## src/rtl/hbi_pkg.sv

```systemverilog
//==============================================================================
// Purpose: Constants for the host parallel bus port of the LCD controller.
// Assumes: All bus pins are synchronous to i_core_clk.
// Notes:   Cycle counts are in core clock periods.
//==============================================================================
package hbi_pkg;
  localparam int unsigned DATA_W       = 16;
  localparam int unsigned ADDR_W       = 17;
  localparam int unsigned REG_IDX_W    = 4;
  localparam int unsigned CNT_W        = 4;
  // Write data is captured on the fourth rising edge of the cycle.
  localparam logic [3:0]  WR_SAMPLE_CNT = 4'h4;
  // Read data is not driven until three clocks after the strobe.
  localparam logic [3:0]  RD_DRIVE_CNT  = 4'h3;
  // Least cycle lengths, 80 style.
  localparam logic [3:0]  I80_RD_LEN    = 4'h6;
  localparam logic [3:0]  I80_WW_LEN    = 4'h7;
  localparam logic [3:0]  I80_WR_LEN    = 4'ha;
  // Least cycle lengths, 68 style.
  localparam logic [3:0]  M68_RD_LEN    = 4'h7;
  localparam logic [3:0]  M68_WW_LEN    = 4'h8;
  localparam logic [3:0]  M68_WR_LEN    = 4'hb;
  localparam logic [15:0] REG_RST_VAL   = 16'h0000;
  localparam logic [15:0] DATA_RST_VAL  = 16'h0000;
  typedef enum logic [1:0] {ACC_NONE, ACC_READ, ACC_WRITE} hbi_acc_e;
  typedef enum {ST_IDLE, ST_ACTIVE, ST_DONE} hbi_state_e;
endpackage
```

## src/rtl/hbi_host_port.sv

```systemverilog
//==============================================================================
// Purpose: Host parallel bus port: decode, pacing by wait/acknowledge, regs.
// Assumes: Straps are static; bus inputs synchronous to the core clock.
// Notes:   Tri-state pins are split into value and active-low enable.
//==============================================================================
`timescale 1ns/1ns
module hbi_host_port (
  input  wire logic                        i_core_clk,
  input  wire logic                        i_srst,
  input  wire logic                        i_access_mode_strap,
  input  wire logic                        i_bus_style_strap_a,
  input  wire logic                        i_bus_style_strap_b,
  input  wire logic                        i_cs_n,
  input  wire logic                        i_rd_n,
  input  wire logic                        i_wr_n,
  input  wire logic                        i_address_strobe_n,
  input  wire logic [hbi_pkg::ADDR_W-1:0]  i_host_address_lines,
  input  wire logic [hbi_pkg::DATA_W-1:0]  i_host_data_lines,
  input  wire logic [hbi_pkg::DATA_W-1:0]  i_display_rd_data,
  output logic [hbi_pkg::DATA_W-1:0]       o_host_data_lines,
  output logic                             o_host_data_oe_n,
  output logic                             o_wait_n,
  output logic                             o_wait_oe_n,
  output logic                             o_data_wr_stb,
  output logic                             o_cmd_wr_stb,
  output logic                             o_data_rd_stb,
  output logic [hbi_pkg::DATA_W-1:0]       o_wr_data
);

  //============================================================================
  // Strap capture and strobe decode.
  //============================================================================
  logic                         style68_ff, nxt_style68;
  logic                         direct_ff,  nxt_direct;
  logic                         sel;
  logic                         is_rd;
  logic                         is_wr;

  always_comb begin
    // Straps are caught on every clock while reset is high and held once it is released.
    nxt_style68 = style68_ff;
    nxt_direct  = direct_ff;
    if (i_srst) begin
      nxt_style68 = i_bus_style_strap_a & i_bus_style_strap_b;
      nxt_direct  = ~i_access_mode_strap;
    end
  end

  always_ff @(posedge i_core_clk) begin
    style68_ff <= nxt_style68;
    direct_ff  <= nxt_direct;
  end

  always_comb begin
    if (style68_ff) begin
      // Read/write line plus enable strobe.
      sel   = ~i_cs_n & ~i_address_strobe_n & ~i_rd_n;
      is_rd = sel & i_wr_n;
      is_wr = sel & ~i_wr_n;
    end else begin
      sel   = ~i_cs_n & (~i_rd_n | ~i_wr_n);
      is_rd = sel & ~i_rd_n;
      is_wr = sel & ~i_wr_n & i_rd_n;
    end
  end

  //============================================================================
  // Cycle sequencer.
  //============================================================================
  hbi_pkg::hbi_state_e          state_ff, nxt_state;
  hbi_pkg::hbi_acc_e            acc_ff, nxt_acc, last_ff, nxt_last;
  logic [hbi_pkg::CNT_W-1:0]    cnt_ff, nxt_cnt;
  logic [hbi_pkg::CNT_W-1:0]    len;
  logic [hbi_pkg::DATA_W-1:0]   rdata_ff, nxt_rdata;
  logic                         drive_ff, nxt_drive;
  logic                         wait_ff, nxt_wait;
  logic                         waitoe_ff, nxt_waitoe;
  logic                         dstb_ff, nxt_dstb;
  logic                         cstb_ff, nxt_cstb;
  logic                         rstb_ff, nxt_rstb;
  logic [hbi_pkg::DATA_W-1:0]   wdata_ff, nxt_wdata;
  logic [hbi_pkg::REG_IDX_W-1:0] ridx;
  logic [hbi_pkg::DATA_W-1:0]   regs_ff [2**hbi_pkg::REG_IDX_W];
  logic [hbi_pkg::DATA_W-1:0]   nxt_regs [2**hbi_pkg::REG_IDX_W];

  assign ridx = i_host_address_lines[hbi_pkg::REG_IDX_W-1:0];

  always_comb begin
    // The pace of a cycle depends on what preceded it: a write makes a following
    // read longer so the core can absorb the write.
    if (style68_ff) begin
      len = (acc_ff == hbi_pkg::ACC_READ) ? hbi_pkg::M68_RD_LEN :
            (last_ff == hbi_pkg::ACC_WRITE && acc_ff == hbi_pkg::ACC_READ) ? hbi_pkg::M68_WR_LEN :
            hbi_pkg::M68_WW_LEN;
      if (acc_ff == hbi_pkg::ACC_READ && last_ff == hbi_pkg::ACC_WRITE)
        len = hbi_pkg::M68_WR_LEN;
    end else begin
      len = (acc_ff == hbi_pkg::ACC_READ) ? hbi_pkg::I80_RD_LEN : hbi_pkg::I80_WW_LEN;
      if (acc_ff == hbi_pkg::ACC_READ && last_ff == hbi_pkg::ACC_WRITE)
        len = hbi_pkg::I80_WR_LEN;
    end
  end

  always_comb begin
    nxt_state  = state_ff;
    nxt_acc    = acc_ff;
    nxt_last   = last_ff;
    nxt_cnt    = cnt_ff;
    nxt_rdata  = rdata_ff;
    nxt_drive  = drive_ff;
    nxt_wait   = wait_ff;
    nxt_waitoe = waitoe_ff;
    nxt_dstb   = 1'b0;
    nxt_cstb   = 1'b0;
    nxt_rstb   = 1'b0;
    nxt_wdata  = wdata_ff;
    nxt_regs   = regs_ff;
    case (state_ff)
      hbi_pkg::ST_IDLE: begin
        nxt_drive  = 1'b0;
        nxt_waitoe = 1'b1;
        nxt_wait   = 1'b1;
        if (sel) begin
          nxt_state  = hbi_pkg::ST_ACTIVE;
          nxt_acc    = is_rd ? hbi_pkg::ACC_READ : hbi_pkg::ACC_WRITE;
          nxt_cnt    = 4'h1;
          // The 80-style wait pin goes low while the cycle is busy. The 68-style
          // acknowledge is driven high at once and falls only when the cycle is done.
          nxt_wait   = style68_ff;
          nxt_waitoe = 1'b0;
        end
      end
      hbi_pkg::ST_ACTIVE: begin
        nxt_cnt = cnt_ff + 4'h1;
        if (acc_ff == hbi_pkg::ACC_READ && cnt_ff == hbi_pkg::RD_DRIVE_CNT) begin
          nxt_drive = 1'b1;
          if (direct_ff) begin
            nxt_rdata = regs_ff[ridx];
          end else if (i_host_address_lines[0]) begin
            nxt_rdata = i_display_rd_data;
            nxt_rstb  = 1'b1;
          end else begin
            // This decode has no function: zeros go out and the core sees no fetch
            // strobe, so a stray read cannot disturb the display address.
            nxt_rdata = hbi_pkg::DATA_RST_VAL;
          end
        end
        if (acc_ff == hbi_pkg::ACC_WRITE && cnt_ff == (hbi_pkg::WR_SAMPLE_CNT - 4'h1)) begin
          nxt_wdata = i_host_data_lines;
          if (direct_ff)
            nxt_regs[ridx] = i_host_data_lines;
          else if (i_host_address_lines[0])
            nxt_cstb = 1'b1;
          else
            nxt_dstb = 1'b1;
        end
        if (cnt_ff >= len - 4'h1) begin
          nxt_state = hbi_pkg::ST_DONE;
          // Wait rises or the acknowledge falls here. Read data has stood since the
          // drive point, so it is valid well before the host takes it.
          nxt_wait  = ~style68_ff;
        end
      end
      hbi_pkg::ST_DONE: begin
        if (!sel) begin
          nxt_state  = hbi_pkg::ST_IDLE;
          nxt_last   = acc_ff;
          nxt_drive  = 1'b0;
          nxt_wait   = 1'b1;
          // The acknowledge stays driven high for one clock after the strobe rises
          // and is released from idle, so the line never floats from a low level.
          nxt_waitoe = ~style68_ff;
        end
      end
      default: nxt_state = hbi_pkg::ST_IDLE;
    endcase
  end

  always_ff @(posedge i_core_clk) begin
    if (i_srst) begin
      state_ff  <= hbi_pkg::ST_IDLE;
      acc_ff    <= hbi_pkg::ACC_NONE;
      last_ff   <= hbi_pkg::ACC_NONE;
      cnt_ff    <= '0;
      rdata_ff  <= hbi_pkg::DATA_RST_VAL;
      drive_ff  <= 1'b0;
      wait_ff   <= 1'b1;
      waitoe_ff <= 1'b1;
      dstb_ff   <= 1'b0;
      cstb_ff   <= 1'b0;
      rstb_ff   <= 1'b0;
      wdata_ff  <= hbi_pkg::DATA_RST_VAL;
      for (int i = 0; i < 2**hbi_pkg::REG_IDX_W; i++) begin
        regs_ff[i] <= hbi_pkg::REG_RST_VAL;
      end
    end else begin
      state_ff  <= nxt_state;
      acc_ff    <= nxt_acc;
      last_ff   <= nxt_last;
      cnt_ff    <= nxt_cnt;
      rdata_ff  <= nxt_rdata;
      drive_ff  <= nxt_drive;
      wait_ff   <= nxt_wait;
      waitoe_ff <= nxt_waitoe;
      dstb_ff   <= nxt_dstb;
      cstb_ff   <= nxt_cstb;
      rstb_ff   <= nxt_rstb;
      wdata_ff  <= nxt_wdata;
      regs_ff   <= nxt_regs;
    end
  end

  assign o_host_data_lines = rdata_ff;
  assign o_host_data_oe_n  = ~drive_ff;
  assign o_wait_n          = wait_ff;
  assign o_wait_oe_n       = waitoe_ff;
  assign o_data_wr_stb     = dstb_ff;
  assign o_cmd_wr_stb      = cstb_ff;
  assign o_data_rd_stb     = rstb_ff;
  assign o_wr_data         = wdata_ff;

endmodule // hbi_host_port

```

## config.mk

```make
export PLATFORM = sky130hd
export DESIGN_NAME = hbi_host_port
export DESIGN_NICKNAME = d
export VERILOG_FILES = /design/src/rtl/hbi_pkg.sv /design/src/rtl/hbi_host_port.sv
export SDC_FILE = /design/constraint.sdc
export NUM_CORES = 1
export LEC_CHECK = 0
export BUFFER_PORTS_ARGS = -buffer_cell sky130_fd_sc_hd__buf_4
export CORE_MARGIN = 2
export CORE_UTILIZATION = 57
export CTS_BUF_LIST = sky130_fd_sc_hd__clkbuf_8
export CTS_CLUSTER_DIAMETER = 100
export DETAILED_ROUTE_END_ITERATION = 7
export PLACE_DENSITY = 0.89
export SLEW_MARGIN = 10
export SYNTH_ARGS = -nofsm -noshare
export SYNTH_HDL_FRONTEND = slang
export SYNTH_SLANG_ARGS = --single-unit
export TNS_END_PERCENT = 5
```

## constraint.sdc

```tcl
create_clock -name i_core_clk -period 2.15 [get_ports i_core_clk]
set_clock_uncertainty 0.2 [all_clocks]
set_input_delay 0.1075 -clock i_core_clk [delete_from_list [all_inputs] [get_ports i_core_clk]]
set_output_delay 0.1075 -clock i_core_clk [all_outputs]
set_load 0.005 [all_outputs]
```

# After elaboration in Yosys (flattened, before gate mapping)
# Index checks and enable logic that the tools add are counted.
# word_totals
reg_bits	336
input_bits	58
out_inout_bits	38
elab_cells	120
# classes
add_sub_neg	2
magnitude_cmp	3
eq_ne	10
muxes	35
n_bitwise	19
n_reduce_logical	21
# ops
operator	n
256-bit bitwise mux	1
32-bit two-way mux	3
32-bit case mux with 3 select lines	1
16-bit two-way mux	5
16-bit binary-select mux with 4-bit select	1
16-bit demux with 4-bit select	1
32-bit by 1-bit equality test with 1-bit output, second input constant	1
32-bit by 2-bit equality test with 1-bit output, second input constant	1
32-bit logical NOT	1
4-bit two-way mux	5
1-bit two-way mux	13
2-bit AND reduction	6
3-bit AND reduction	4
1-bit inverter	11
2-bit != test, second input constant	4
4-bit case mux with 2 select lines	1
1-bit AND	6
1-bit case mux with 3 select lines	2
3-bit OR reduction	2
5-bit >= comparator, second input constant	1
5-bit by 1-bit less-than comparator with 1-bit output, second input constant	1
4-bit inverter with 5-bit output	1
4-bit by 1-bit adder with 4-bit output, second input constant	1
2-bit equality test, second input constant	2
other kinds (11)	15

# Logic depth before layout (Yosys ltp)
# Gate-level depths: netlist (run 1).
# depth
word_depth	8
ltp_mapped	10
ltp_nobuf	10

# Worst setup path before layout (run 1)
# No wires, ideal clock.
# synth_path
kind	register to register
startpoint	reg acc_ff[0]
endpoint	reg wait_ff, in the netlist o_wait_n
setup_time_ns	0.133
t_arrival_ns	2.051
t_required_ns	1.817
path_slack_ns	-0.234
path_stages_with_launch	11
n_path_buf	0
synth_period_minus_slack_ns	2.384
cell_sequence	dfxtp_1 nor2b_1 inv_1 nor3b_1 a21oi_1 xor2_1 ha_1 o211ai_1 o2111ai_1 o311ai_0 mux2i_1
# synth_between
elab_chain_len	8
word_cells_on_any_way	11
classes_between	add/sub (1); order compare (1); eq/ne (2); mux (5); reduce/logical (2)
# synth_lines
element	line_no	text
start: declaration	hbi_host_port.sv:71	hbi_pkg::hbi_acc_e acc_ff, nxt_acc, last_ff, nxt_last;
start signal: assignment	hbi_host_port.sv:182	acc_ff <= hbi_pkg::ACC_NONE;
start signal: assignment	hbi_host_port.sv:198	acc_ff <= nxt_acc;
2-bit by 1-bit equality test with 1-bit output (*)	-	
1-bit two-way mux (tied with other cells)	hbi_host_port.sv:98	len = (acc_ff == hbi_pkg::ACC_READ) ? hbi_pkg::I80_RD_LEN : hbi_pkg::I80_WW_LEN;
4-bit two-way mux (on tied branches)	hbi_host_port.sv:99, hbi_host_port.sv:95	
4-bit two-way mux (*)	hbi_host_port.sv:91	if (style68_ff) begin
4-bit by 1-bit subtractor with 4-bit output (*)	hbi_host_port.sv:157	if (cnt_ff >= len - 4'h1) begin
4-bit >= comparator (*)	hbi_host_port.sv:157	
2-bit != test (no line) (*)	-	
3-bit AND reduction (no line) (*)	-	
end signal: assignment	hbi_host_port.sv:203	wait_ff <= nxt_wait;
end: declaration	hbi_host_port.sv:76	logic wait_ff, nxt_wait;
# Mark *: on every way between the ends. The rest lies on a longest branch, timed or not.
# A chain may end at the register's enable or synchronous reset.

# Final worst setup path (run 1)
# layout_path
startpoint	reg acc_ff[0]
endpoint	reg state_ff[1]
# layout_between
elab_chain_len	8
word_cells_on_any_way	11
classes_between	add/sub (1); order compare (1); eq/ne (2); mux (5); reduce/logical (2)
# layout_lines
element	line_no	text
2-bit by 1-bit equality test with 1-bit output (*)	-	
1-bit two-way mux (tied with other cells)	hbi_host_port.sv:98	
4-bit two-way mux (on tied branches)	hbi_host_port.sv:99, hbi_host_port.sv:95	
4-bit two-way mux (*)	hbi_host_port.sv:91	
4-bit by 1-bit subtractor with 4-bit output (*)	hbi_host_port.sv:157	
4-bit >= comparator (*)	hbi_host_port.sv:157	
2-bit != test (no line) (*)	-	
3-bit AND reduction (no line) (*)	-	
end signal: assignment	hbi_host_port.sv:181	state_ff <= hbi_pkg::ST_IDLE;
end signal: assignment	hbi_host_port.sv:197	state_ff <= nxt_state;
end: declaration	hbi_host_port.sv:70	hbi_pkg::hbi_state_e state_ff, nxt_state;
# Marks and branches as above.

==> run summary, run 1 <==
DIE AREA: 26000 µm²
Syn. warnings: 0
sequential-to-total area share from yosys stat: 43.5%
initial antenna violation count: 0
post-synthesis async set-or-reset flop share: 0%
Power Dens Cells: 689 nW/µm²
post-synthesis cell count: 1675
Max Freq: 0.420 GHz
Worst Hold Class: input pin to flip-flop
final core utilization: 68.6%
GRT Util Overall: 33.4%
largest net degree at the start of global routing: 73
vias in the first global route: 12918
fin crit period: 2.38 ns
setup violators final: 5
Port-buffer cells: 82
largest family of logic cells by synthesized area: simple AND/OR/NAND/NOR gates
VDD IR max: 414 µV
Compound-Gate Fraction of Synth Area: 16.5%
DRC: 0
row cnt: 57
Slowest-stage cell, CP: dfxtp_2
wire per inst: 21.2 µm
Worst R2R Setup Slack: -0.23 ns
Clock power frac: 39.9%
grt peak-use layer: met2
crit path to: state_ff[1]$_SDFFE_PP0P_
WP data arrival: 2.71 ns
Switching Share: 26.3%
FF-to-FF path depth: 10
CTS Sinks: 306
H-Tree Depth: 2
Comb pwr share: 10.3%
Hold WS: 0.0973 ns
setup_tns: -0.634 ns
crit-path max FO: 6
slowest cell delay on critical path: 0.34 ns
mux cell area share after synthesis: 10.8%
DR pass1 iterations: 8
core area: 24300 µm²
Levels on crit path: 10
first-pass GRT wire length: 68700 µm
critical path class: flip-flop to flip-flop
syn nets: 1744
die width: 161 µm
starting density of the core: 58.0%
fillers: 1688
#FFs+latches synth: 306
Reg-to-Reg End: state_ff[1]$_SDFFE_PP0P_
WL final: 45500 µm
CTS tree: yes
Area Overhead vs Synth: 18.1%
leakage: 6.07 nW
Final Hold Violating Endpoints: 0
period utilisation layout: 111%
Slew headroom: 16.6%
Via density: 6.30
Post-Synth XOR/XNOR Area: 0.0620%
syn_area_per_cell: 8.43 µm²
max-cap check violation count: 0
reg-to-reg critical path startpoint: acc_ff[0]$_SDFFE_PP0P_
Simple-Gate Fraction of Synth Area: 22.1%
CP Buf/Inv Count: 1
status: finished, violations left
final antenna-violating net count: 0
P_sw: 3.03 mW
RSZ-0062 raised after global routing: yes
First DRT Iteration DRCs: 2212
worst setup path startpoint: acc_ff[0]$_SDFFE_PP0P_
final worst setup slack: -0.234 ns
Int Power: 8.47 mW
Max Slew Vio Count: 0
worst slew pin tran: 1.25 ns
Synth Cell Area: 14100 µm²
CP top delay family: simple AND/OR/NAND/NOR gates
Post-synth EDFFs: 2
io pins: 96
critical path endpoint category: flip-flop
DP Wirelength: 28400 µm
worst path required time: 2.48 ns
Worst-Skew Late Latency: 0.58 ns
kind of start point of the critical path: flip-flop
met3 Resource Use GR: 8.96%
Final #Nets: 1853
met1 GRT Util: 43.4%
RD Place Congestion: 0.917
post-synthesis adder-cell area fraction: 0.975%
multi-input combinational cell area: 7200 µm²
CTS max path bufs: 3
grt ovf: 0
critical path cell sequence: nor2b_4 > inv_4 > nor3b_4 > a21oi_2 > xor2_1 > ha_1 > o211ai_1 > o2111ai_2 > and4_1 > o21ba_2
Worst-path clk slew: 0.06 ns
total number of vias: 13504
register area: 6150 µm²
share of cells above drive strength 1: 18.6%
root buf cell: clkbuf_8
Flop pwr share: 49.9%
grt met2 use: 50.6%
Num CTS Buffers: 48
failing checks: negative setup slack
chip height: 161 µm
Synth Flop Type: dfxtp_1
synth unique cells: 59
-- cell type report --
class / count / area share (%)
antenna: 1 / 0.0150
clock buffer: 55 / 4.54
clock inverter: 28 / 0.713
inverter: 12 / 0.285
multi-input combinational: 1208 / 43.2
sequential: 306 / 36.9
tap: 324 / 2.43
timing repair buffer: 208 / 12.0
-- worst min path at each step --
stage | cells after the start | slack, ns | startpoint | to
floorplan | 0 | 0.02 | i_srst | direct_ff$_DFFE_PP_
global placement | 2 | 0.16 | i_access_mode_strap | direct_ff$_DFFE_PP_
detailed placement | 2 | 0.17 | i_access_mode_strap | direct_ff$_DFFE_PP_
CTS | 6 | 0.07 | i_host_address_lines[3] | regs_ff[244]$_SDFFE_PP0P_
global route | 6 | 0.12 | i_host_address_lines[3] | regs_ff[238]$_SDFFE_PP0P_
finish | 6 | 0.1 | i_host_address_lines[3] | regs_ff[255]$_SDFFE_PP0P_
-- flip-flops by register name (all words and copies together) (netlist names) --
name / count
o_cmd_wr_stb: 1
regs_ff: 256
state_ff: 2
cnt_ff: 4
last_ff: 2
o_wait_oe_n: 1
drive_ff: 1
o_data_wr_stb: 1
o_data_rd_stb: 1
o_host_data_lines: 16
acc_ff: 2
style68_ff: 1
direct_ff: 1
o_wait_n: 1
o_wr_data: 16
-- placed cells by master, fill, tap and decap left out, drive strengths merged, types with 2 or more instances in the layout --
cell	count
a31oi	3
o21ai	6
nor4	17
clkinv	5
nand2b	8
and3b	2
a311oi	18
and2	6
dfxtp	304
clkbuf	55
nand3	23
inv	33
mux2i	116
o211a	13
a21oi	280
a2bb2oi	14
a22oi	17
clkinvlp	2
buf	167
nor3b	3
nand3b	2
mux4	16
dlygate4sd3	41
edfxtp	2
nor3	7
nor2	49
nand4	17
a2111oi	5
nand4bb	2
nor2b	7
a211o	2
ha	11
nand2	546
-- metal layers --
| metal | share of wire (%) | wire [µm] |
|---|---|---|
| met5 | 0 | 0 |
| met4 | 6.1 | 2780 |
| met3 | 14 | 6180 |
| met2 | 44 | 19900 |
| met1 | 37 | 16600 |
-- worst min-delay path, delay by kind of cell --
family	cells	cell delay, ns
AO/OA/AOI/OAI	1	0.05
buffers and inverters	2	0.31
AND/OR/NAND/NOR	3	0.36
-- through the flow --
stage | total power [mW] | instance area (µm²) | cells | setup slack (ns)
after floorplan | 6.52 | 14100 | 1675 | -0.0196
after detailed placement | 6.87 | 15300 | 2013 | -0.157
after global placement | 6.85 | 15300 | 2013 | -0.0577
after CTS | 11.4 | 16600 | 2137 | -0.132
after global routing | 11.8 | 16700 | 2141 | -0.275
final | 11.5 | 16700 | 2142 | -0.234
-- cell families after synthesis --
logic type	count (synthesis)
AO/OA/AOI/OAI	368
XOR/XNOR	1
adder cells (fa/ha/maj)	11
buffers and inverters	161
flip-flops	306
multiplexers	132
AND/OR/NAND/NOR	696
-- power groups by stage --
stage	combinational (mW)	sequential [mW]	clock, mW
6_report	1.18	5.73	4.58
5_1_grt	1.23	5.73	4.84
3_3_place_gp	0.998	5.85	0
3_5_place_dp	1.02	5.85	0
4_1_cts	1.09	5.73	4.58
2_1_floorplan	0.669	5.85	0
-- Yosys cell counts (3+ instances only) --
cell | number | area [µm²]
buf_2 | 39 | 195
nor2b_1 | 7 | 43.8
mux2i_1 | 116 | 1160
nand3_1 | 22 | 110
and2_1 | 4 | 25.0
nor4_4 | 15 | 319
inv_1 | 12 | 45.0
a31oi_1 | 3 | 18.8
a2111oi_0 | 5 | 43.8
nand4_1 | 16 | 100
a21oi_2 | 51 | 447
a2bb2oi_1 | 14 | 123
o211a_1 | 13 | 130
buf_1 | 8 | 30.0
ha_1 | 11 | 138
clkbuf_1 | 62 | 233
a311oi_1 | 18 | 158
nor3b_1 | 3 | 22.5
a22oi_1 | 17 | 128
a21oi_1 | 229 | 1150
nor2_1 | 49 | 184
dfxtp_1 | 304 | 6090
nor3_1 | 7 | 35.0
buf_6 | 13 | 146
nand2b_1 | 7 | 43.8
o21ai_0 | 6 | 30.0
buf_4 | 26 | 195
nand2_1 | 546 | 2050
mux4_2 | 16 | 360
-- what timing repair did --
action                                  4_1_cts  5_1_grt
endpoints found under the setup margin        3      221
setup buffers                                 0        4
hold endpoints to repair                    307        0
pin swaps                                     2        3
cloned                                        0        0
hold buffers                                 41        0
gates resized for setup                       0       16
(Power assumes the default switching activity.)
==> run 2: changes to the inputs <==
--- a/config.mk
+++ b/config.mk
@@ -12,6 +12,7 @@
 export CTS_CLUSTER_DIAMETER = 100
 export DETAILED_ROUTE_END_ITERATION = 7
 export PLACE_DENSITY = 0.89
+export REMOVE_ABC_BUFFERS = 1
 export SLEW_MARGIN = 10
 export SYNTH_ARGS = -nofsm -noshare
 export SYNTH_HDL_FRONTEND = slang
==> run summary, run 2 (same netlist as run 1, synthesis figures left out) <==
status: finished, violations left
failing checks: negative setup slack
starting density of the core: 58.0% (unchanged)
most flop-heavy register: regs_ff
DP Wirelength: 26300 µm (-7.4%)
first-pass GRT wire length: 65400 µm (-4.9%)
DRC: 0 (unchanged)
Final Hold Violating Endpoints: 0 (unchanged)
total number of vias: 13107 (-2.9%)
CTS max path bufs: 3 (unchanged)
critical path endpoint category: flip-flop
post-route cell area: 16700 µm² (about the same)
fin cells: 2137 (-0.23%)
row cnt: 57 (unchanged)
GRT Util Overall: 31.5% (-1.9 points)
root buf cell: clkbuf_8
crit-path max FO: 6 (unchanged)
Power Dens Cells: 696 nW/µm² (+0.99%)
CTS Sinks: 306 (unchanged)
setup_tns: -0.494 ns (+0.140 ns)
final worst setup slack: -0.213 ns (+0.0206 ns)
Worst R2R Setup Slack: -0.21 ns (+0.02 ns)
Worst Hold Class: input pin to flip-flop
Max Slew Vio Count: 0 (unchanged)
dpl ws: -0.450 ns (-0.293 ns)
kind of start point of the critical path: flip-flop
critical path class: flip-flop to flip-flop
First DRT Iteration DRCs: 1782 (-19%)
Slew headroom: 12.9% (-3.7 points)
WL final: 42600 µm (-6.4%)
share of cells above drive strength 1: 18.7% (+0.051 points)
Worst-path clk slew: 0.07 ns (about the same)
Num CTS Buffers: 48 (unchanged)
core area: 24300 µm² (unchanged)
fin crit period: 2.36 ns (-0.0206 ns)
Max Freq: 0.423 GHz (+0.87%)
RSZ-0062 raised after global routing: yes
Worst-Skew Late Latency: 0.58 ns (about the same)
# placed instances: 2010 (-0.15%)
largest net degree at the start of global routing: 99 (+36%)
chip height: 161 µm (unchanged)
grt ovf: 0 (unchanged)
WP data arrival: 2.66 ns (-0.05 ns)
worst path required time: 2.45 ns (-0.03 ns)
overall power: 11.6 mW (+1.1%)
vias in the first global route: 12351 (-4.4%)
DR pass1 iterations: 7 (-1)
io pins: 96 (unchanged)
CTS tree: yes
DIE AREA: 26000 µm² (unchanged)
commonest non-fill, non-tap cell in the layout: nand2_1
wire per inst: 19.9 µm (-6.2%)
initial antenna violation count: 1 (+1)
Port-buffer cells: 82 (unchanged)
final core utilization: 68.6% (about the same)
die width: 161 µm (unchanged)
Hold WS: 0.111 ns (+0.0140 ns)
H-Tree Depth: 2 (unchanged)
RD Place Congestion: 0.905 (-1.4%)
setup violators final: 3 (-2)
flip-flop count of the largest register after layout: 256 (unchanged)
Final #Nets: 1851 (-0.11%)
Area Overhead vs Synth: 18.2% (about the same)
worst slew pin tran: 1.30 ns (+0.0548 ns)
period utilisation layout: 110% (-0.96 points)
placed cell areas: 15300 µm² (-0.25%)
Hold Crit Depth: 6 (unchanged)
leakage: 6.05 nW (-0.32%)
Via density: 6.13 (-2.7%)
max-cap check violation count: 0 (unchanged)
FF-to-FF path depth: 11 (+1)
VDD IR max: 445 µV (+7.4%)
most frequent cells in the layout: nand2_1, dfxtp_1, a21oi_1
final antenna-violating net count: 0 (unchanged)
## run 2: cell types whose count changed in the layout (fill, tap and decap cells not counted), sizes merged
| cell | previous run | this run |
|---|---|---|
| buf | 167 | 165 |
| clkbuf | 55 | 60 |
| clkinv | 5 | 4 |
| inv | 33 | 26 |
## run 2: final cells by class
class	instances	area, µm²
clock inverters	20	87.6
clock buffers	60	826
flip-flops and latches	306	6150
fillers	1686	7630
multi-input cells	1208	7180
diodes	1	2.50
repair buffers	206	1990
inverters	12	47.5
well taps	324	405
## run 2: power by group
part	switching (mW)	total, mW	leakage, nW	internal, mW
combinational	0.698	1.13	3.06	0.431
clock	2.26	4.75	0.522	2.49
sequential	0.0312	5.74	2.47	5.71
## run 2: what timing repair did
item / 4_1_cts / 5_1_grt
hold buffers: 41 / 0
endpoints found under the setup margin: 10 / 234
endpoints found under the hold margin: 304 / 0
cloned: 0 / 0
pin swaps: 1 / 7
setup buffers: 1 / 4
gates resized for setup: 12 / 12
## run 2: path summary, 6_finish.rpt
check	start	end
hold reg to reg	regs_ff[184]$_SDFFE_PP0P_	regs_ff[184]$_SDFFE_PP0P_
hold / removal	i_host_address_lines[3]	regs_ff[233]$_SDFFE_PP0P_
setup reg to reg	acc_ff[0]$_SDFFE_PP0P_	state_ff[0]$_SDFFE_PP0P_
setup / recovery	acc_ff[0]$_SDFFE_PP0P_	state_ff[0]$_SDFFE_PP0P_
## run 2: critical path, cell delays in order, from the launching register on
cell and delay, ns:
dfxtp_2 0.33, nor2b_4 0.17, inv_4 0.06, nor3b_2 0.20
a21oi_2 0.06, xor2_1 0.16, ha_1 0.31, o211ai_1 0.11
o2111ai_2 0.26, buf_4 0.17, a31oi_1 0.08, o31ai_1 0.18
## run 2: layer usage
| layer | share of wire, % | track usage (%) | vias up |
|---|---|---|---|
| met4 | 4.7 | 15.3 | 0 |
| met5 | 0 | 0 | - |
| met3 | 12 | 5.55 | 155 |
| li1 | - | - | 5905 |
| met2 | 46 | 50.1 | 871 |
| met1 | 38 | 41.6 | 6176 |
==> run 3: changes to the inputs <==
--- a/config.mk
+++ b/config.mk
@@ -7,12 +7,13 @@
 export LEC_CHECK = 0
 export BUFFER_PORTS_ARGS = -buffer_cell sky130_fd_sc_hd__buf_4
 export CORE_MARGIN = 2
-export CORE_UTILIZATION = 57
+export CORE_UTILIZATION = 40
 export CTS_BUF_LIST = sky130_fd_sc_hd__clkbuf_8
 export CTS_CLUSTER_DIAMETER = 100
 export DETAILED_ROUTE_END_ITERATION = 7
-export PLACE_DENSITY = 0.89
+export PLACE_DENSITY = 0.69
 export REMOVE_ABC_BUFFERS = 1
+export SKIP_CTS_REPAIR_TIMING = 1
 export SLEW_MARGIN = 10
 export SYNTH_ARGS = -nofsm -noshare
 export SYNTH_HDL_FRONTEND = slang
==> run summary, run 3 (same netlist as run 1, synthesis figures left out) <==
final worst setup slack: -0.182 ns (+0.0306 ns)
initial antenna violation count: 1 (unchanged)
CTS tree: yes
Reg-to-Reg End: state_ff[1]$_SDFFE_PP0P_
min-delay src: i_host_address_lines[3]
reg-to-reg critical path startpoint: acc_ff[0]$_SDFFE_PP0P_
max-cap check violation count: 0 (unchanged)
Max Freq: 0.429 GHz (+1.3%)
critical path class: flip-flop to flip-flop
most flop-heavy register: regs_ff
crit-path max FO: 5 (-1)
DRC: 0 (unchanged)
vias in the first global route: 11812 (-4.4%)
First DRT Iteration DRCs: 1248 (-30%)
WL final: 43500 µm (+2.2%)
root buf cell: clkbuf_8
row cnt: 68 (+19%)
worst setup path startpoint: acc_ff[0]$_SDFFE_PP0P_
VDD IR max: 432 µV (-2.8%)
total number of vias: 12464 (-4.9%)
period utilisation layout: 108% (-1.4 points)
final core utilization: 49.4% (-19 points)
RSZ-0062 raised after global routing: yes
worst slew pin tran: 1.05 ns (-0.254 ns)
fin crit period: 2.33 ns (-0.0306 ns)
Port-buffer cells: 82 (unchanged)
multi-input combinational cell area: 7230 µm² (+0.64%)
CTS max path bufs: 3 (unchanged)
dpl ws: -0.377 ns (+0.0729 ns)
grt ovf: 0 (unchanged)
largest net degree at the start of global routing: 69 (-30%)
Slowest-stage cell, CP: dfxtp_2
share of cells above drive strength 1: 19.3% (+0.66 points)
fillers: 3229 (+92%)
FF-to-FF path depth: 10 (-1)
CTS Sinks: 306 (unchanged)
Final #Nets: 1864 (+0.70%)
wire per inst: 19.0 µm (-4.6%)
leakage: 6.20 nW (+2.4%)
DIE AREA: 36800 µm² (+41%)
Power Dens Cells: 696 nW/µm² (about the same)
DR pass1 iterations: 5 (-2)
flip-flop count of the largest register after layout: 256 (unchanged)
critical path endpoint category: flip-flop
critical path cell sequence: nor2b_4 > inv_4 > buf_4 > a21oi_2 > xor2_1 > ha_1 > o211ai_1 > o2111ai_2 > and4_1 > o21ba_2
Area Overhead vs Synth: 21.3%
Slew headroom: 30.0% (+17 points)
Hold Crit Depth: 4 (-2)
Final Hold Violating Endpoints: 0 (unchanged)
starting density of the core: 40.8% (-17 points)
RD Place Congestion: 0.852 (-5.8%)
failing checks: negative setup slack
first-pass GRT wire length: 66500 µm (+1.7%)
register area: 6150 µm² (about the same)
chip height: 192 µm (+19%)
Worst Hold Class: input pin to flip-flop
final antenna-violating net count: 0 (unchanged)
Worst R2R Setup Slack: -0.18 ns (+0.03 ns)
slowest cell delay on critical path: 0.33 ns (about the same)
die width: 192 µm (+19%)
status: finished, violations left
io pins: 96 (unchanged)
Min-Delay Endpoint: o_host_data_lines[8]$_SDFFE_PP0P_
GRT Util Overall: 23.2% (-8.3 points)
most frequent cells in the layout: nand2_1, dfxtp_1, a21oi_1
Worst-Skew Late Latency: 0.58 ns (about the same)
Max Slew Vio Count: 0 (unchanged)
commonest non-fill, non-tap cell in the layout: nand2_1
H-Tree Depth: 2 (unchanged)
Via density: 5.45 (-11%)
Worst-path clk slew: 0.06 ns (about the same)
WP data arrival: 2.61 ns (-0.05 ns)
Num CTS Buffers: 51 (+6.3%)
kind of start point of the critical path: flip-flop
setup violators final: 3 (unchanged)
DP Wirelength: 27300 µm (+4.0%)
core area: 34600 µm² (+42%)
worst path required time: 2.43 ns (-0.02 ns)
[run 3: changes by cell type in the layout (fill, tap and decap cells not counted), sizes merged]
cell    previous run  this run
inv               26        36
clkinv             4         5
buf              165       174
bufinv             0         1
[run 3: how the worst max path moves through the flow]
stage                                   endpoint
2_1_floorplan  o_host_data_lines[8]$_SDFFE_PP0P_
6_report                state_ff[1]$_SDFFE_PP0P_
3_3_place_gp               o_wait_n$_SDFFE_PP1P_
3_5_place_dp               o_wait_n$_SDFFE_PP1P_
4_1_cts                    o_wait_n$_SDFFE_PP1P_
5_1_grt                 state_ff[0]$_SDFFE_PP0P_
[run 3: cell type report]
class | count | area share [%]
timing repair buffer | 216 | 12.5
multi-input combinational | 1208 | 42.2
antenna | 1 | 0.0146
tap | 455 | 3.32
clock inverter | 32 | 1.02
inverter | 12 | 0.278
clock buffer | 59 | 4.74
sequential | 306 | 35.9
[run 3: power by group]
part / total (mW) / leakage, nW / internal [mW] / switching, mW
sequential: 5.74 / 2.47 / 5.71 / 0.0339
clock: 5.01 / 0.587 / 2.63 / 2.38
combinational: 1.16 / 3.14 / 0.448 / 0.710
total: 11.9 / 6.20 / 8.78 / 3.13
[run 3: metal layers]
layer,GRT usage (%),part of all wire (%),wire [µm],vias up
met3,4.06,8.3,3620,86
met4,9.91,3.6,1580,0
met2,35.6,45,19500,505
met5,0,0,0,-
li1,-,-,-,5942
met1,32.0,43,18800,5931
[run 3: stage by stage]
step / cell area [µm²] / total power, mW / instances / hold slack, ns / TNS, ns
2_1_floorplan: 13300 / 6.25 / 1526 / -0.0301 / -420.80
6_report: 17100 / 11.9 / 2289 / 0.0153 / -0.426
4_1_cts: 16500 / 11.8 / 2238 / -0.434 / -1.03
3_5_place_dp: 15500 / 6.89 / 2147 / 0.172 / -1.12
3_3_place_gp: 15500 / 6.86 / 2147 / 0.160 / -0.956
5_1_grt: 17100 / 12.3 / 2289 / 0.0301 / -0.997
[run 3: critical path, delay by kind of cell, from the launching register on]
family	cells	cell delay, ns
buf+inv	2	0.19
flops	1	0.33
fa+ha+maj	1	0.27
compound gates	4	0.66
simple gates	2	0.39
xor+xnor	1	0.19
